[config.mk]
export PLATFORM = sky130hd
export DESIGN_NAME = hgc_regs
export DESIGN_NICKNAME = d
export VERILOG_FILES = /design/src/logic/hgc_colour_stack.v /design/src/logic/hgc_pos_latch.v /design/src/logic/hgc_regs.v
export VERILOG_INCLUDE_DIRS = /design/src /design/src/pkg
export SDC_FILE = /design/constraint.sdc
export NUM_CORES = 1
export LEC_CHECK = 0
export BUFFER_PORTS_ARGS = -buffer_cell sky130_fd_sc_hd__clkbuf_2
export CAP_MARGIN = 20
export CELL_PAD_IN_SITES_DETAIL_PLACEMENT = 0
export CELL_PAD_IN_SITES_GLOBAL_PLACEMENT = 2
export CORE_MARGIN = 4
export CORE_UTILIZATION = 25
export DETAILED_ROUTE_END_ITERATION = 16
export PLACE_DENSITY = 0.63
export SLEW_MARGIN = 0
export SYNTH_ARGS = -nofsm -noshare
export SYNTH_HDL_FRONTEND = slang
export SYNTH_SLANG_ARGS = --single-unit
[constraint.sdc]
create_clock -name CORE_CLK -period 5.62 [get_ports CORE_CLK]
set_input_delay 0.281 -clock CORE_CLK [delete_from_list [all_inputs] [get_ports CORE_CLK]]
set_output_delay 0.281 -clock CORE_CLK [all_outputs]
set_load 0.02 [all_outputs]
[src/pkg/hgc_map.vh]
`ifndef HGC_MAP_VH
`define HGC_MAP_VH
// Register indices
`define HGC_IDX_MODE   8'h45
`define HGC_IDX_XH     8'h46
`define HGC_IDX_XL     8'h47
`define HGC_IDX_YH     8'h48
`define HGC_IDX_YL     8'h49
`define HGC_IDX_FG     8'h4a
`define HGC_IDX_BG     8'h4b
`define HGC_IDX_STH    8'h4c
`define HGC_IDX_STL    8'h4d
`define HGC_IDX_DX     8'h4e
`define HGC_IDX_DY     8'h4f
// Mode register fields
`define HGC_BIT_ENABLE 0
`define HGC_BIT_FDMSB  1
`define HGC_BIT_RIGHT  4
`define CURSOR_MODE_CONTROL_MASK  8'h13
// Field masks for reserved bits
`define HGC_HI3_MASK   8'h07
`define HGC_HI4_MASK   8'h0f
`define HGC_OFS_MASK   8'h3f
// Reset values and stack pointer codes
`define HGC_RST_BYTE   8'h00
`define HGC_RST_PTR    2'h0
`define HGC_PTR_LAST   2'h2
`define HGC_PTR_FULL   2'h3
// Right storage placement
`define HGC_RS_SEL_MASK 2'h3
`define HGC_RS_LINE4    12'h300
`define HGC_RS_LINE8    12'h600
`endif

[src/logic/hgc_colour_stack.v]
`timescale 1ns/1ps
`default_nettype none
`include "hgc_map.vh"
module hgc_colour_stack (
    // Clock and reset
    input  wire        CORE_CLK,
    input  wire        RST,
    // Write side
    input  wire        wr,
    input  wire [1:0]  ptr,
    input  wire [7:0]  wdata,
    // Contents
    output reg  [23:0] colour
);
    always @(posedge CORE_CLK or posedge RST) begin
        if (RST) begin
            colour <= {3{`HGC_RST_BYTE}};
        end else if (wr) begin
            // Pointer value 3 means the stack is full; writes then fall away
            case (ptr)
                2'h0: colour[7:0]   <= wdata;
                2'h1: colour[15:8]  <= wdata;
                2'h2: colour[23:16] <= wdata;
                default: colour <= colour;
            endcase
        end
    end
endmodule // hgc_colour_stack
`default_nettype wire

[src/logic/hgc_pos_latch.v]
`timescale 1ns/1ps
`default_nettype none
`include "hgc_map.vh"
module hgc_pos_latch #(
    parameter W = 11
) (
    // Clock and reset
    input  wire         CORE_CLK,
    input  wire         RST,
    // Staged values and commit
    input  wire         commit,
    input  wire [W-1:0] x_stage,
    input  wire [W-1:0] y_stage,
    // Live position
    output reg  [W-1:0] x_live,
    output reg  [W-1:0] y_live
);
    always @(posedge CORE_CLK or posedge RST) begin
        if (RST) begin
            x_live <= {W{1'b0}};
            y_live <= {W{1'b0}};
        end else if (commit) begin
            x_live <= x_stage;
            y_live <= y_stage;
        end
    end
endmodule // hgc_pos_latch
`default_nettype wire

[src/logic/hgc_regs.v]
`timescale 1ns/1ps
`default_nettype none
`include "hgc_map.vh"
module hgc_regs #(
    parameter CW = 11,
    parameter SW = 12,
    parameter OW = 6
) (
    // Clock and reset
    input  wire          CORE_CLK,
    input  wire          RST,
    // Indexed register port
    input  wire [7:0]    REG_INDEX,
    input  wire          REG_WR,
    input  wire          REG_RD,
    input  wire [7:0]    REG_WDATA,
    output reg  [7:0]    REG_RDATA,
    output wire          REG_HIT,
    // Display context
    input  wire          ENHANCED_MODE,
    input  wire          PIX_8BPP,
    input  wire [2:0]    SEQ_FETCH_DELAY,
    // Cursor controls
    output wire          CURSOR_VISIBLE,
    output wire [3:0]    CURSOR_FETCH_DELAY,
    output wire          CURSOR_RIGHT_STORAGE,
    output wire [CW-1:0] CURSOR_X_ORIGIN,
    output wire [CW-1:0] CURSOR_Y_ORIGIN,
    output wire [SW-1:0] CURSOR_STORAGE_START,
    output reg  [SW-1:0] CURSOR_FETCH_BASE,
    output wire [OW-1:0] PATTERN_X_OFFSET,
    output wire [OW-1:0] PATTERN_Y_OFFSET,
    output wire [23:0]   CURSOR_FG_COLOUR,
    output wire [23:0]   CURSOR_BG_COLOUR
);
    // ------------------------------------------------------------
    // Register storage
    // ------------------------------------------------------------
    reg  [7:0] mode;
    reg  [7:0] x_hi;
    reg  [7:0] x_lo;
    reg  [7:0] y_hi;
    reg  [7:0] y_lo;
    reg  [7:0] st_hi;
    reg  [7:0] st_lo;
    reg  [7:0] dx;
    reg  [7:0] dy;
    reg  [1:0] stk_ptr;
    reg  [1:0] next_stk_ptr;
    wire       wr_mode;
    wire       wr_xh;
    wire       wr_xl;
    wire       wr_yh;
    wire       wr_yl;
    wire       wr_fg;
    wire       wr_bg;
    wire       wr_sth;
    wire       wr_stl;
    wire       wr_dx;
    wire       wr_dy;
    wire       rd_mode;
    wire       commit;

    function hit;
        input [7:0] idx;
        input [7:0] want;
        begin
            hit = (idx == want);
        end
    endfunction

    // ------------------------------------------------------------
    // Write decode
    // ------------------------------------------------------------
    // One strobe per index keeps each register's process on its own;
    // an unmapped index raises none of them and is simply ignored.
    assign REG_HIT = (REG_INDEX >= `HGC_IDX_MODE) && (REG_INDEX <= `HGC_IDX_DY);
    assign wr_mode = REG_WR && hit(REG_INDEX, `HGC_IDX_MODE);
    assign wr_xh   = REG_WR && hit(REG_INDEX, `HGC_IDX_XH);
    assign wr_xl   = REG_WR && hit(REG_INDEX, `HGC_IDX_XL);
    assign wr_yh   = REG_WR && hit(REG_INDEX, `HGC_IDX_YH);
    assign wr_yl   = REG_WR && hit(REG_INDEX, `HGC_IDX_YL);
    assign wr_fg   = REG_WR && hit(REG_INDEX, `HGC_IDX_FG);
    assign wr_bg   = REG_WR && hit(REG_INDEX, `HGC_IDX_BG);
    assign wr_sth  = REG_WR && hit(REG_INDEX, `HGC_IDX_STH);
    assign wr_stl  = REG_WR && hit(REG_INDEX, `HGC_IDX_STL);
    assign wr_dx   = REG_WR && hit(REG_INDEX, `HGC_IDX_DX);
    assign wr_dy   = REG_WR && hit(REG_INDEX, `HGC_IDX_DY);
    assign rd_mode = REG_RD && hit(REG_INDEX, `HGC_IDX_MODE);
    assign commit  = wr_yh;

    // Reserved mode bits are dropped on write and read back as zero
    always @(posedge CORE_CLK or posedge RST) begin
        if (RST) begin
            mode <= `HGC_RST_BYTE;
        end else if (wr_mode) begin
            mode <= REG_WDATA & `CURSOR_MODE_CONTROL_MASK;
        end
    end

    always @(posedge CORE_CLK or posedge RST) begin
        if (RST) begin
            x_hi <= `HGC_RST_BYTE;
        end else if (wr_xh) begin
            x_hi <= REG_WDATA & `HGC_HI3_MASK;
        end
    end

    always @(posedge CORE_CLK or posedge RST) begin
        if (RST) begin
            x_lo <= `HGC_RST_BYTE;
        end else if (wr_xl) begin
            x_lo <= REG_WDATA;
        end
    end

    always @(posedge CORE_CLK or posedge RST) begin
        if (RST) begin
            y_hi <= `HGC_RST_BYTE;
        end else if (wr_yh) begin
            y_hi <= REG_WDATA & `HGC_HI3_MASK;
        end
    end

    always @(posedge CORE_CLK or posedge RST) begin
        if (RST) begin
            y_lo <= `HGC_RST_BYTE;
        end else if (wr_yl) begin
            y_lo <= REG_WDATA;
        end
    end

    always @(posedge CORE_CLK or posedge RST) begin
        if (RST) begin
            st_hi <= `HGC_RST_BYTE;
        end else if (wr_sth) begin
            st_hi <= REG_WDATA & `HGC_HI4_MASK;
        end
    end

    always @(posedge CORE_CLK or posedge RST) begin
        if (RST) begin
            st_lo <= `HGC_RST_BYTE;
        end else if (wr_stl) begin
            st_lo <= REG_WDATA;
        end
    end

    always @(posedge CORE_CLK or posedge RST) begin
        if (RST) begin
            dx <= `HGC_RST_BYTE;
        end else if (wr_dx) begin
            dx <= REG_WDATA & `HGC_OFS_MASK;
        end
    end

    always @(posedge CORE_CLK or posedge RST) begin
        if (RST) begin
            dy <= `HGC_RST_BYTE;
        end else if (wr_dy) begin
            dy <= REG_WDATA & `HGC_OFS_MASK;
        end
    end

    // ------------------------------------------------------------
    // Shared colour stack pointer
    // ------------------------------------------------------------
    // A mode read in the same cycle as a stack write clears after the
    // write has landed; the clear wins over the increment.
    always @* begin
        next_stk_ptr = stk_ptr;
        if ((wr_fg || wr_bg) && (stk_ptr != `HGC_PTR_FULL)) begin
            next_stk_ptr = stk_ptr + 2'h1;
        end
        if (rd_mode) begin
            next_stk_ptr = `HGC_RST_PTR;
        end
    end

    always @(posedge CORE_CLK or posedge RST) begin
        if (RST) begin
            stk_ptr <= `HGC_RST_PTR;
        end else begin
            stk_ptr <= next_stk_ptr;
        end
    end

    hgc_colour_stack u_fg (
        .CORE_CLK (CORE_CLK),
        .RST      (RST),
        .wr       (wr_fg),
        .ptr      (stk_ptr),
        .wdata    (REG_WDATA),
        .colour   (CURSOR_FG_COLOUR)
    );

    hgc_colour_stack u_bg (
        .CORE_CLK (CORE_CLK),
        .RST      (RST),
        .wr       (wr_bg),
        .ptr      (stk_ptr),
        .wdata    (REG_WDATA),
        .colour   (CURSOR_BG_COLOUR)
    );

    // ------------------------------------------------------------
    // Position commit
    // ------------------------------------------------------------
    // Y high is staged via the same write that commits, so feed the
    // incoming byte directly to avoid a one-write lag.
    wire [CW-1:0] x_stage;
    wire [CW-1:0] y_stage;
    assign x_stage = {x_hi[2:0], x_lo};
    assign y_stage = {REG_WDATA[2:0], y_lo};

    hgc_pos_latch #(.W(CW)) u_pos (
        .CORE_CLK (CORE_CLK),
        .RST      (RST),
        .commit   (commit),
        .x_stage  (x_stage),
        .y_stage  (y_stage),
        .x_live   (CURSOR_X_ORIGIN),
        .y_live   (CURSOR_Y_ORIGIN)
    );

    // ------------------------------------------------------------
    // Read back
    // ------------------------------------------------------------
    // Stack reads return the byte at the pointer; a full stack reads the
    // last byte. A stack read does not move the pointer; a mode read clears it.
    reg [7:0] fg_byte;
    reg [7:0] bg_byte;
    always @* begin
        case (stk_ptr)
            2'h0: begin
                fg_byte = CURSOR_FG_COLOUR[7:0];
                bg_byte = CURSOR_BG_COLOUR[7:0];
            end
            2'h1: begin
                fg_byte = CURSOR_FG_COLOUR[15:8];
                bg_byte = CURSOR_BG_COLOUR[15:8];
            end
            default: begin
                fg_byte = CURSOR_FG_COLOUR[23:16];
                bg_byte = CURSOR_BG_COLOUR[23:16];
            end
        endcase
    end

    always @(posedge CORE_CLK or posedge RST) begin
        if (RST) begin
            REG_RDATA <= `HGC_RST_BYTE;
        end else if (REG_RD) begin
            if (hit(REG_INDEX, `HGC_IDX_MODE)) begin
                REG_RDATA <= mode;
            end else if (hit(REG_INDEX, `HGC_IDX_XH)) begin
                REG_RDATA <= x_hi;
            end else if (hit(REG_INDEX, `HGC_IDX_XL)) begin
                REG_RDATA <= x_lo;
            end else if (hit(REG_INDEX, `HGC_IDX_YH)) begin
                REG_RDATA <= y_hi;
            end else if (hit(REG_INDEX, `HGC_IDX_YL)) begin
                REG_RDATA <= y_lo;
            end else if (hit(REG_INDEX, `HGC_IDX_FG)) begin
                REG_RDATA <= fg_byte;
            end else if (hit(REG_INDEX, `HGC_IDX_BG)) begin
                REG_RDATA <= bg_byte;
            end else if (hit(REG_INDEX, `HGC_IDX_STH)) begin
                REG_RDATA <= st_hi;
            end else if (hit(REG_INDEX, `HGC_IDX_STL)) begin
                REG_RDATA <= st_lo;
            end else if (hit(REG_INDEX, `HGC_IDX_DX)) begin
                REG_RDATA <= dx;
            end else if (hit(REG_INDEX, `HGC_IDX_DY)) begin
                REG_RDATA <= dy;
            end else begin
                REG_RDATA <= `HGC_RST_BYTE;
            end
        end
    end

    // ------------------------------------------------------------
    // Derived cursor controls
    // ------------------------------------------------------------
    wire          cursor_enable;
    wire          cursor_fetch_delay_msb;
    wire          cursor_right_storage;
    reg  [SW-1:0] next_fetch_base;

    // Mode fields by name, so the outputs below read as the rules do
    assign cursor_enable          = mode[`HGC_BIT_ENABLE];
    assign cursor_fetch_delay_msb = mode[`HGC_BIT_FDMSB];
    assign cursor_right_storage   = mode[`HGC_BIT_RIGHT];

    assign CURSOR_VISIBLE       = cursor_enable && ENHANCED_MODE;
    assign CURSOR_FETCH_DELAY   = {cursor_fetch_delay_msb, SEQ_FETCH_DELAY};
    assign CURSOR_RIGHT_STORAGE = cursor_right_storage;
    assign CURSOR_STORAGE_START = {st_hi[3:0], st_lo};
    assign PATTERN_X_OFFSET     = dx[OW-1:0];
    assign PATTERN_Y_OFFSET     = dy[OW-1:0];

    // ------------------------------------------------------------
    // Fetch base
    // ------------------------------------------------------------
    // Fetch base in 1 KByte units. Right storage ORs in the in-line
    // offset of the tail region; the driver must have set low bits to
    // 11 so the OR lands on the final 256 or 512 bytes.
    always @* begin
        next_fetch_base = CURSOR_STORAGE_START;
        if (cursor_right_storage) begin
            if (PIX_8BPP) begin
                next_fetch_base = CURSOR_STORAGE_START | `HGC_RS_LINE8;
            end else begin
                next_fetch_base = CURSOR_STORAGE_START | `HGC_RS_LINE4;
            end
        end
    end

    always @(posedge CORE_CLK or posedge RST) begin
        if (RST) begin
            CURSOR_FETCH_BASE <= {SW{1'b0}};
        end else begin
            CURSOR_FETCH_BASE <= next_fetch_base;
        end
    end
endmodule // hgc_regs
`default_nettype wire

After elaboration in Yosys (flattened, before gate mapping) --
Cells that the tools add are included.
Storage, ports and cells: bits in registers 141, input port bits 25, output and inout bits 121, word-level logic and storage cells 78
Cells by class: add/subtract/negate cells 1, magnitude comparators 2, equal/unequal tests 14, multiplexer cells 17, reduce and logical (&&, ||, !) cells 24
Operator list (number):
- $eq A8 B7 Y1 const B | 11
- $mux W8 | 9
- $pmux W8 S2 | 2
- $mux W11 | 2
- $logic_and A1 B1 Y1 | 15
- $mux W6 | 2
- $reduce_and A2 Y1 | 6
- $ge A8 B7 Y1 const B | 1
- $le A8 B7 Y1 const B | 1
- $mux W2 | 2
- $add A2 B1 Y2 const B | 1
- $eq A2 B1 Y1 const B | 1
- $eq A2 B2 Y1 const B | 1
- $logic_not A2 Y1 | 1
- $ne A2 B2 Y1 const B | 1
- $reduce_bool A2 Y1 | 1
- $logic_or A1 B1 Y1 | 1

Depth between registers and ports, before layout --
Gate-level depths: netlist of run 1.
depth in word-level cells 12, mapped depth 9, gate-level depth less buffers 7

By module --
Synthesis of run 1 repeated with hierarchy kept, for this count alone.
Second synthesis, totals: cell total of the unflattened synthesis 490, area total of the unflattened synthesis 6396.1 µm²
Modules (own cells, without submodules):
- hgc_regs | instances 1, cells an instance 339, area an instance 3739.8 µm², sequential area each 1776.7 µm²
- hgc_colour_stack | instances 2, cells an instance 52, area an instance 915.9 µm², sequential area each 600.6 µm²
- hgc_pos_latch | instances 1, cells an instance 47, area an instance 824.5 µm², sequential area each 550.5 µm²

Least setup slack after synthesis of run 1 --
No wires, ideal clock.
path type reg2reg, start point register stk_ptr[0], end point register REG_RDATA[3], setup time 0.125 ns, data arrival time 1.836 ns, required time 5.495 ns, setup slack 3.660 ns, stages on the path, launching flop included 9, buffers on the path 1, period minus slack after synthesis 1.960 ns, cell sequence dfrtp_1 > inv_1 > ha_1 > buf_2 > nor2_1 > a2111oi_0 > nor4_1 > a221o_1 > mux2_2
On the way: longest elaborated chain between the ends 9, elaborated cells on any way between the ends 11, classes of those cells eq/ne: 1; mux: 9; reduce/logical: 1
Ends and longest elaborated chain:
- start, declared | RTL line hgc_regs.v:48 | reg [1:0] stk_ptr;
- start signal, assigned | RTL line hgc_regs.v:182 | stk_ptr <= `HGC_RST_PTR;
- start signal, assigned | RTL line hgc_regs.v:184 | stk_ptr <= next_stk_ptr;
- $eq A2 B1 Y1 or $logic_not A2 Y1 (tied branches) | RTL line hgc_regs.v:234 | case (stk_ptr)
- $pmux W8 S2 | RTL line hgc_regs.v:234
- $mux W8 | RTL line hgc_regs.v:266 | end else if (hit(REG_INDEX, `HGC_IDX_BG)) begin
- $mux W8 (*) | RTL line hgc_regs.v:264 | end else if (hit(REG_INDEX, `HGC_IDX_FG)) begin
- $mux W8 (*) | RTL line hgc_regs.v:262 | end else if (hit(REG_INDEX, `HGC_IDX_YL)) begin
- $mux W8 (*) | RTL line hgc_regs.v:260 | end else if (hit(REG_INDEX, `HGC_IDX_YH)) begin
- $mux W8 (*) | RTL line hgc_regs.v:258 | end else if (hit(REG_INDEX, `HGC_IDX_XL)) begin
- $mux W8 (*) | RTL line hgc_regs.v:256 | end else if (hit(REG_INDEX, `HGC_IDX_XH)) begin
- $mux W8 (*) | RTL line hgc_regs.v:254 | if (hit(REG_INDEX, `HGC_IDX_MODE)) begin
- end signal, assigned | RTL line hgc_regs.v:255 | REG_RDATA <= mode;
- end signal, assigned | RTL line hgc_regs.v:257 | REG_RDATA <= x_hi;
- end signal, assigned | RTL line hgc_regs.v:259 | REG_RDATA <= x_lo;
- end, declared | RTL line hgc_regs.v:17 | output reg [7:0] REG_RDATA,
Mark *: on every way between the ends. The rest lies on a longest branch, timed or not. A chain may end at the register's enable or synchronous reset.

Worst setup path after layout of run 1 --
Same ends and word-level chain as after synthesis.

==> results of run 1 <==
==> cells in the final DEF (no fill, tap or decap), types with 5 or more instances in the layout <==
cell / count
clkbuf_2: 139
dfrtp_1: 138
mux2_2: 119
nand2_1: 17
clkbuf_16: 17
nor2_1: 13
a21oi_1: 13
nor3_1: 10
nand3_1: 9
a21o_1: 9
a22oi_1: 7
o21ai_0: 7
a22o_1: 7
nand2b_1: 6
nor2b_1: 6
a31oi_1: 6
clkbuf_1: 5
==> layout make-up <==
cell class | count | area (µm²) | share of cell area (%)
well taps | 330 | 413 | 5.23
multi-input cells | 306 | 2700 | 34.3
inverters | 5 | 23.8 | 0.301
clock inverters | 8 | 118 | 1.49
clock buffers | 24 | 472 | 5.98
flip-flops and latches | 138 | 3450 | 43.7
repair buffers | 141 | 711 | 9.00
==> registers in the layout, indices dropped and copies added, names as in the netlist, 8 cells and up <==
signal             cells
u_pos.x_live          11
REG_RDATA              8
x_lo                   8
st_lo                  8
u_bg.colour           24
u_pos.y_live          11
CURSOR_FETCH_BASE     12
u_fg.colour           24
y_lo                   8
==> power groups by stage <==
stage | registers, mW | logic (mW) | clock network (mW)
5_1_grt | 1.06 | 0.260 | 1.21
3_3_place_gp | 1.08 | 0.235 | 0
6_report | 1.06 | 0.238 | 1.14
2_1_floorplan | 1.09 | 0.142 | 0
4_1_cts | 1.06 | 0.242 | 1.17
3_5_place_dp | 1.08 | 0.241 | 0
==> metal layers <==
metal,routed length (µm),global-route usage [%],vias up
met5,0,0,-
met4,281,4.20,0
met3,991,3.05,16
met2,9340,22.2,155
met1,9750,21.1,2333
li1,-,-,2036
==> critical path, delay by kind of cell, from the launching register on <==
kind,cells,cell delay [ns]
AOI/OAI and AO/OA,2,0.78
muxes,1,0.26
adders and majority gates,1,0.68
DFF,1,0.40
buffers and inverters,1,0.12
and+or+nand+nor,2,0.54
==> worst max-delay path by stage <==
stage | end | cells past startpoint | start | slack, ns
floorplan | CURSOR_FETCH_BASE[0] | 1 | RST | 1.64
global placement | REG_RDATA[3] | 7 | stk_ptr[0] | 2.85
detailed placement | REG_RDATA[3] | 7 | stk_ptr[0] | 2.72
CTS | REG_RDATA[3] | 7 | stk_ptr[0] | 2.72
global route | REG_RDATA[3] | 7 | stk_ptr[0] | 2.50
finish | REG_RDATA[3] | 7 | stk_ptr[0] | 2.73
==> logic make-up (layout without fill, tap and decap cells) <==
group,after synthesis,after routing,share of synthesized area [%]
DFF,138,138,53.8
muxes,124,124,22.0
and+or+nand+nor,96,96,9.84
AOI/OAI and AO/OA,81,81,9.32
buffers and inverters,47,178,4.07
adders and majority gates,4,4,0.780
xor gates and xnor gates,1,1,0.136
==> per-stage QoR <==
| step | utilization (%) | instances |
|---|---|---|
| after CTS | 31.3 | 952 |
| after global placement | 28.9 | 920 |
| after global routing | 31.3 | 952 |
| final | 31.3 | 952 |
| after detailed placement | 28.9 | 920 |
| after floorplan | - | 491 |
==> flow_summary.ini, run 1 <==
[run_status]
run_status = finished with violations
violations = hold timing

[setup_path]
cp_cell_sequence = inv_1 -> ha_1 -> nor2_1 -> a2111oi_0 -> nor4_1 -> a221o_1 -> mux2_2
endpoint_kind = register
r2r-start = stk_ptr[0]
worst-endpoint-arrival_ns = 3.20
reg2reg_setup_slack_ns = 2.73
worst-setup-path-type = reg -> reg
end_of_the_worst_register_to_register_path = REG_RDATA[3]
critical_path.max_fanout = 19
worst_path_max_delay_cell = ha_1
critPathRequiredTime_ns = 5.93
worst_r2r_path_depth = 7
worst_path_largest_cell_delay_ns = 0.68
start_kind = register

[power]
pwr-share-clk_pct = 46.7
internal-power_mw = 1.82
pwr-share-seq_pct = 43.5
share_comb_of_total_power_pct = 9.8
leakage_nw = 4.06
netSwitchingPower_mw = 0.615
ir_worst_vdd_mv = 0.157
switching_fraction_pct = 25.3
power_density_nw_per_um2 = 308
totalPowerFinal_mw = 2.43

[clocking]
cts-buffers-inserted = 17
cts_max_path_buffers = 2
number_of_sinks_driven_by_the_clock_tree = 138
postCtsSetupBuffers = 0
htree_levels = 4
ctsRootBufferMaster = clkbuf_16
worst_setup_hold_path_clk_slew_ns = 0.06
clk-insertion-delay-late_ns = 0.43
cts_hold_buffers = 0
cts_resized = 0
tritoncts = done

[die]
die-width_um = 168
placementRows = 58
design.portCount = 146
die_y_um = 168
floorplan.die_area_um2 = 28300
start_util_pct = 25.4
area_inside_the_core_boundary_um2 = 25300

[place]
pre_cts_ws_ns = 2.72
hpwlAfterDp_um = 15100
placedInstanceArea_um2 = 7300
place_congestion = 0.816
buffer_ports.inserted = 139

[grt]
antenna_found_initial = 0
grt.total_usage_pct = 14.6
via_count_of_the_first_global_routing_pass = 4804
first_pass_grt_wire_length_um = 31300
grt_max_degree = 80
remaining_global_route_overflow = 0

[synthesis]
netlist_top_cells_area = dfrtp_1 (54%), mux2_2 (21%), buf_4 (1.9%)
synth_commonest_cells = dfrtp_1 (138), mux2_2 (119), nand2_1 (17), buf_4 (16)
synth-warning-count = 0
synth_flop_cell = dfrtp_1
yosys_top_cell_area_share_pct = 53.8
synth_seq_area_share_pct = 53.8
synthArstFlopShare_pct = 100
syn_nets = 520
postSynthRegisterBits = 138
synth.largest_area_cell = dfrtp_1
synth_edf_count = 0
post_synth_instance_area_um2 = 6420
post_synth_num_cell_types = 62
yosys.cell_count.top_type = dfrtp_1
syn_avg_cell_area_um2 = 13.1
postSynthCellCount = 491

[sta]
finalWorstPathRequiredPeriod_ns = 2.89
report.final.setup_viol = 0
final.hold.worst_slack_ns = -0.0283
tns_setup_ns = 0
achievable_clock_frequency_mhz = 346
final.setup_skew_ns = 0.0153
tightestPinTransition_ns = 0.989
unrepaired_setup_endpoints_after_global_routing = false
final_cycle_share_pct = 51.5
max_slew_margin_pct = 33.8
hold_violations = 21
slew_viol_final = 0
fin_ws_ns = 2.73

[layout]
area_growth_synth_to_finish_pct = 23.0
antenna_cells = 0
postLayoutCellArea_um2 = 7890
filler_cell_count = 2613
layout.nets = 638
drive_above_1_share_pct = 50.8

[routing]
dr_vias = 4540
drc = 0
ant_nets = 0
wl_per_cell_um = 21.4
detail_route.first_pass.iterations = 4
drt-initial-drc-count = 361
wirelength_um = 20400
vias_per_cell = 4.77

[job]
max_cap_violations = 0

[hold_path]
worst_hold_path_type = in -> async
(Power assumes the default switching activity.)
==> run 2, diff against run 1 <==
clock period = 2.95 ns   (was 5.62 ns; I/O delays follow)
==> run 2 against run 1 <==
  * The flow now finishes without violations
  * Sequential share of layout area down 0.89 points
  * Clock-buffer cell count down 5
  * Wire length up 3.1%
  * Core utilization rose by 0.65 points
  * Clock skew shrank 0.0017 ns
  * Combinational power grew 110%
  * Sequential cell count stayed put
  * Largest cell class unchanged
==> flow_summary.ini, run 2 (synthesis results as in run 1) <==
[routing]
ant_nets = 0
drt-initial-drc-count = 351
wl_per_cell_um = 21.7
detail_route.first_pass.iterations = 5
drc = 0
vias_per_cell = 4.86
wirelength_um = 21000
dr_vias = 4697

[layout]
final_cell_mix = clkbuf_2 (139), dfrtp_1 (138), mux2_2 (119)
filler_cell_count = 2621
antenna_cells = 0
drive_above_1_share_pct = 52.3
final_common_cell = clkbuf_2
largest_registers = u_bg.colour: 24 flops, u_fg.colour: 24 flops, CURSOR_FETCH_BASE: 12 flops
layout.nets = 653
area_growth_synth_to_finish_pct = 25.5

[setup_path]
worst-setup-path-type = reg -> reg
start_kind = register
endpoint_kind = register
worst_path_max_delay_cell = a2111oi_0
worst-endpoint-arrival_ns = 2.59
critical_path.max_fanout = 15
worst_path_largest_cell_delay_ns = 0.60
critPathRequiredTime_ns = 3.23
cp_cell_sequence = inv_1 -> ha_1 -> nor2_1 -> buf_4 -> a2111oi_0 -> nor3_1 -> o2bb2ai_1 -> a31oi_1
timing.critical_path.max_delay_family = compound AO/OA/AOI/OAI gates
worstPathBufferInverterCount = 2

[job]
max_cap_violations = 0

[clocking]
htree_levels = 4
clk-insertion-delay-late_ns = 0.43
cts_max_path_buffers = 2
cts_hold_buffers = 2
cts_resized = 0
number_of_sinks_driven_by_the_clock_tree = 138
postCtsSetupBuffers = 0
ctsRootBufferMaster = clkbuf_16
tritoncts = done
worst_setup_hold_path_clk_slew_ns = 0.06
cts-buffers-inserted = 17

[sta]
hold_violations = 0
max_slew_margin_pct = 38.1
final_cycle_share_pct = 78.1
tightestPinTransition_ns = 0.927
slew_viol_final = 0
report.final.setup_viol = 0
finalWorstPathRequiredPeriod_ns = 2.30
final.hold.worst_slack_ns = 0.120
tns_setup_ns = 0
achievable_clock_frequency_mhz = 434
unrepaired_setup_endpoints_after_global_routing = false
final.setup_skew_ns = 0.0136

[die]
die_y_um = 168
area_inside_the_core_boundary_um2 = 25300
design.portCount = 146
placementRows = 58
floorplan.die_area_um2 = 28300
start_util_pct = 25.4
die-width_um = 168

[power]
switching_fraction_pct = 26.6
leakage_nw = 4.12
share_comb_of_total_power_pct = 10.4
ir_worst_vdd_mv = 0.269
pwr-share-clk_pct = 47.0
pwr-share-seq_pct = 42.6
power_density_nw_per_um2 = 588
netSwitchingPower_mw = 1.26
internal-power_mw = 3.48

[grt]
via_count_of_the_first_global_routing_pass = 4947
antenna_found_initial = 0
grt_max_degree = 57
grt.total_usage_pct = 15.1
remaining_global_route_overflow = 0
first_pass_grt_wire_length_um = 32400

[place]
place_congestion = 0.819
hpwlAfterDp_um = 15400
buffer_ports.inserted = 139

[run_status]
run_status = finished, final reports clean

[hold_path]
worst_hold_path_type = in -> reg
## run 2: final timing paths
check / startpoint / endpoint / slack [ns] / cells past startpoint
setup / recovery: stk_ptr[1] / REG_RDATA[2] / 0.65 / 8
hold / removal: REG_INDEX[5] / REG_RDATA[1] / 0.12 / 4
setup reg to reg: stk_ptr[1] / REG_RDATA[2] / 0.65 / 8
hold reg to reg: st_lo[2] / CURSOR_FETCH_BASE[2] / 0.43 / 0
max in group asynchronous: RST / st_lo[6] / 1.68 / 4
min in group asynchronous: RST / dx[2] / 0.45 / 3
## run 2: through the flow
step / total power [mW] / setup slack, ns / cells / area (µm²) / utilization, %
after floorplan: 2.35 / 0.990 / 491 / 6420 / -
after detailed placement: 2.55 / 0.682 / 933 / 7430 / 29.4
after CTS: 4.81 / 0.672 / 967 / 8060 / 31.9
final: 4.74 / 0.645 / 967 / 8060 / 31.9
after global placement: 2.54 / 0.651 / 933 / 7430 / 29.4
after global routing: 4.93 / 0.515 / 967 / 8060 / 31.9
## run 2: area by class of cell
cell class / instances / area [µm²] / area share [%]
Timing Repair Buffer: 156 / 853 / 10.6
Inverter: 5 / 22.5 / 0.280
Multi-Input combinational cell: 306 / 2700 / 33.6
Sequential cell: 138 / 3450 / 42.9
Tap cell: 330 / 413 / 5.12
Clock inverter: 13 / 169 / 2.10
Clock buffer: 19 / 443 / 5.50
## run 2: worst register-to-register path, stage by stage, from the launching register on
cell and delay [ns]:
dfrtp_1 0.42, inv_1 0.10, ha_1 0.37, nor2_1 0.11
buf_4 0.21, a2111oi_0 0.60, nor3_1 0.09, o2bb2ai_1 0.16
a31oi_1 0.10
## run 2: power groups by stage
stage	Sequential (mW)	Clock [mW]	Combinational, mW
5_1_grt	2.03	2.36	0.541
3_5_place_dp	2.05	0	0.496
4_1_cts	2.02	2.29	0.501
3_3_place_gp	2.05	0	0.488
6_report	2.02	2.23	0.492
2_1_floorplan	2.08	0	0.272
## run 2: metal layers
layer	wire length, µm	track usage, %	vias up
li1	-	-	2073
met1	10000	21.5	2421
met2	9340	22.3	174
met3	1170	3.83	29
met4	448	5.33	0
met5	0	0	-
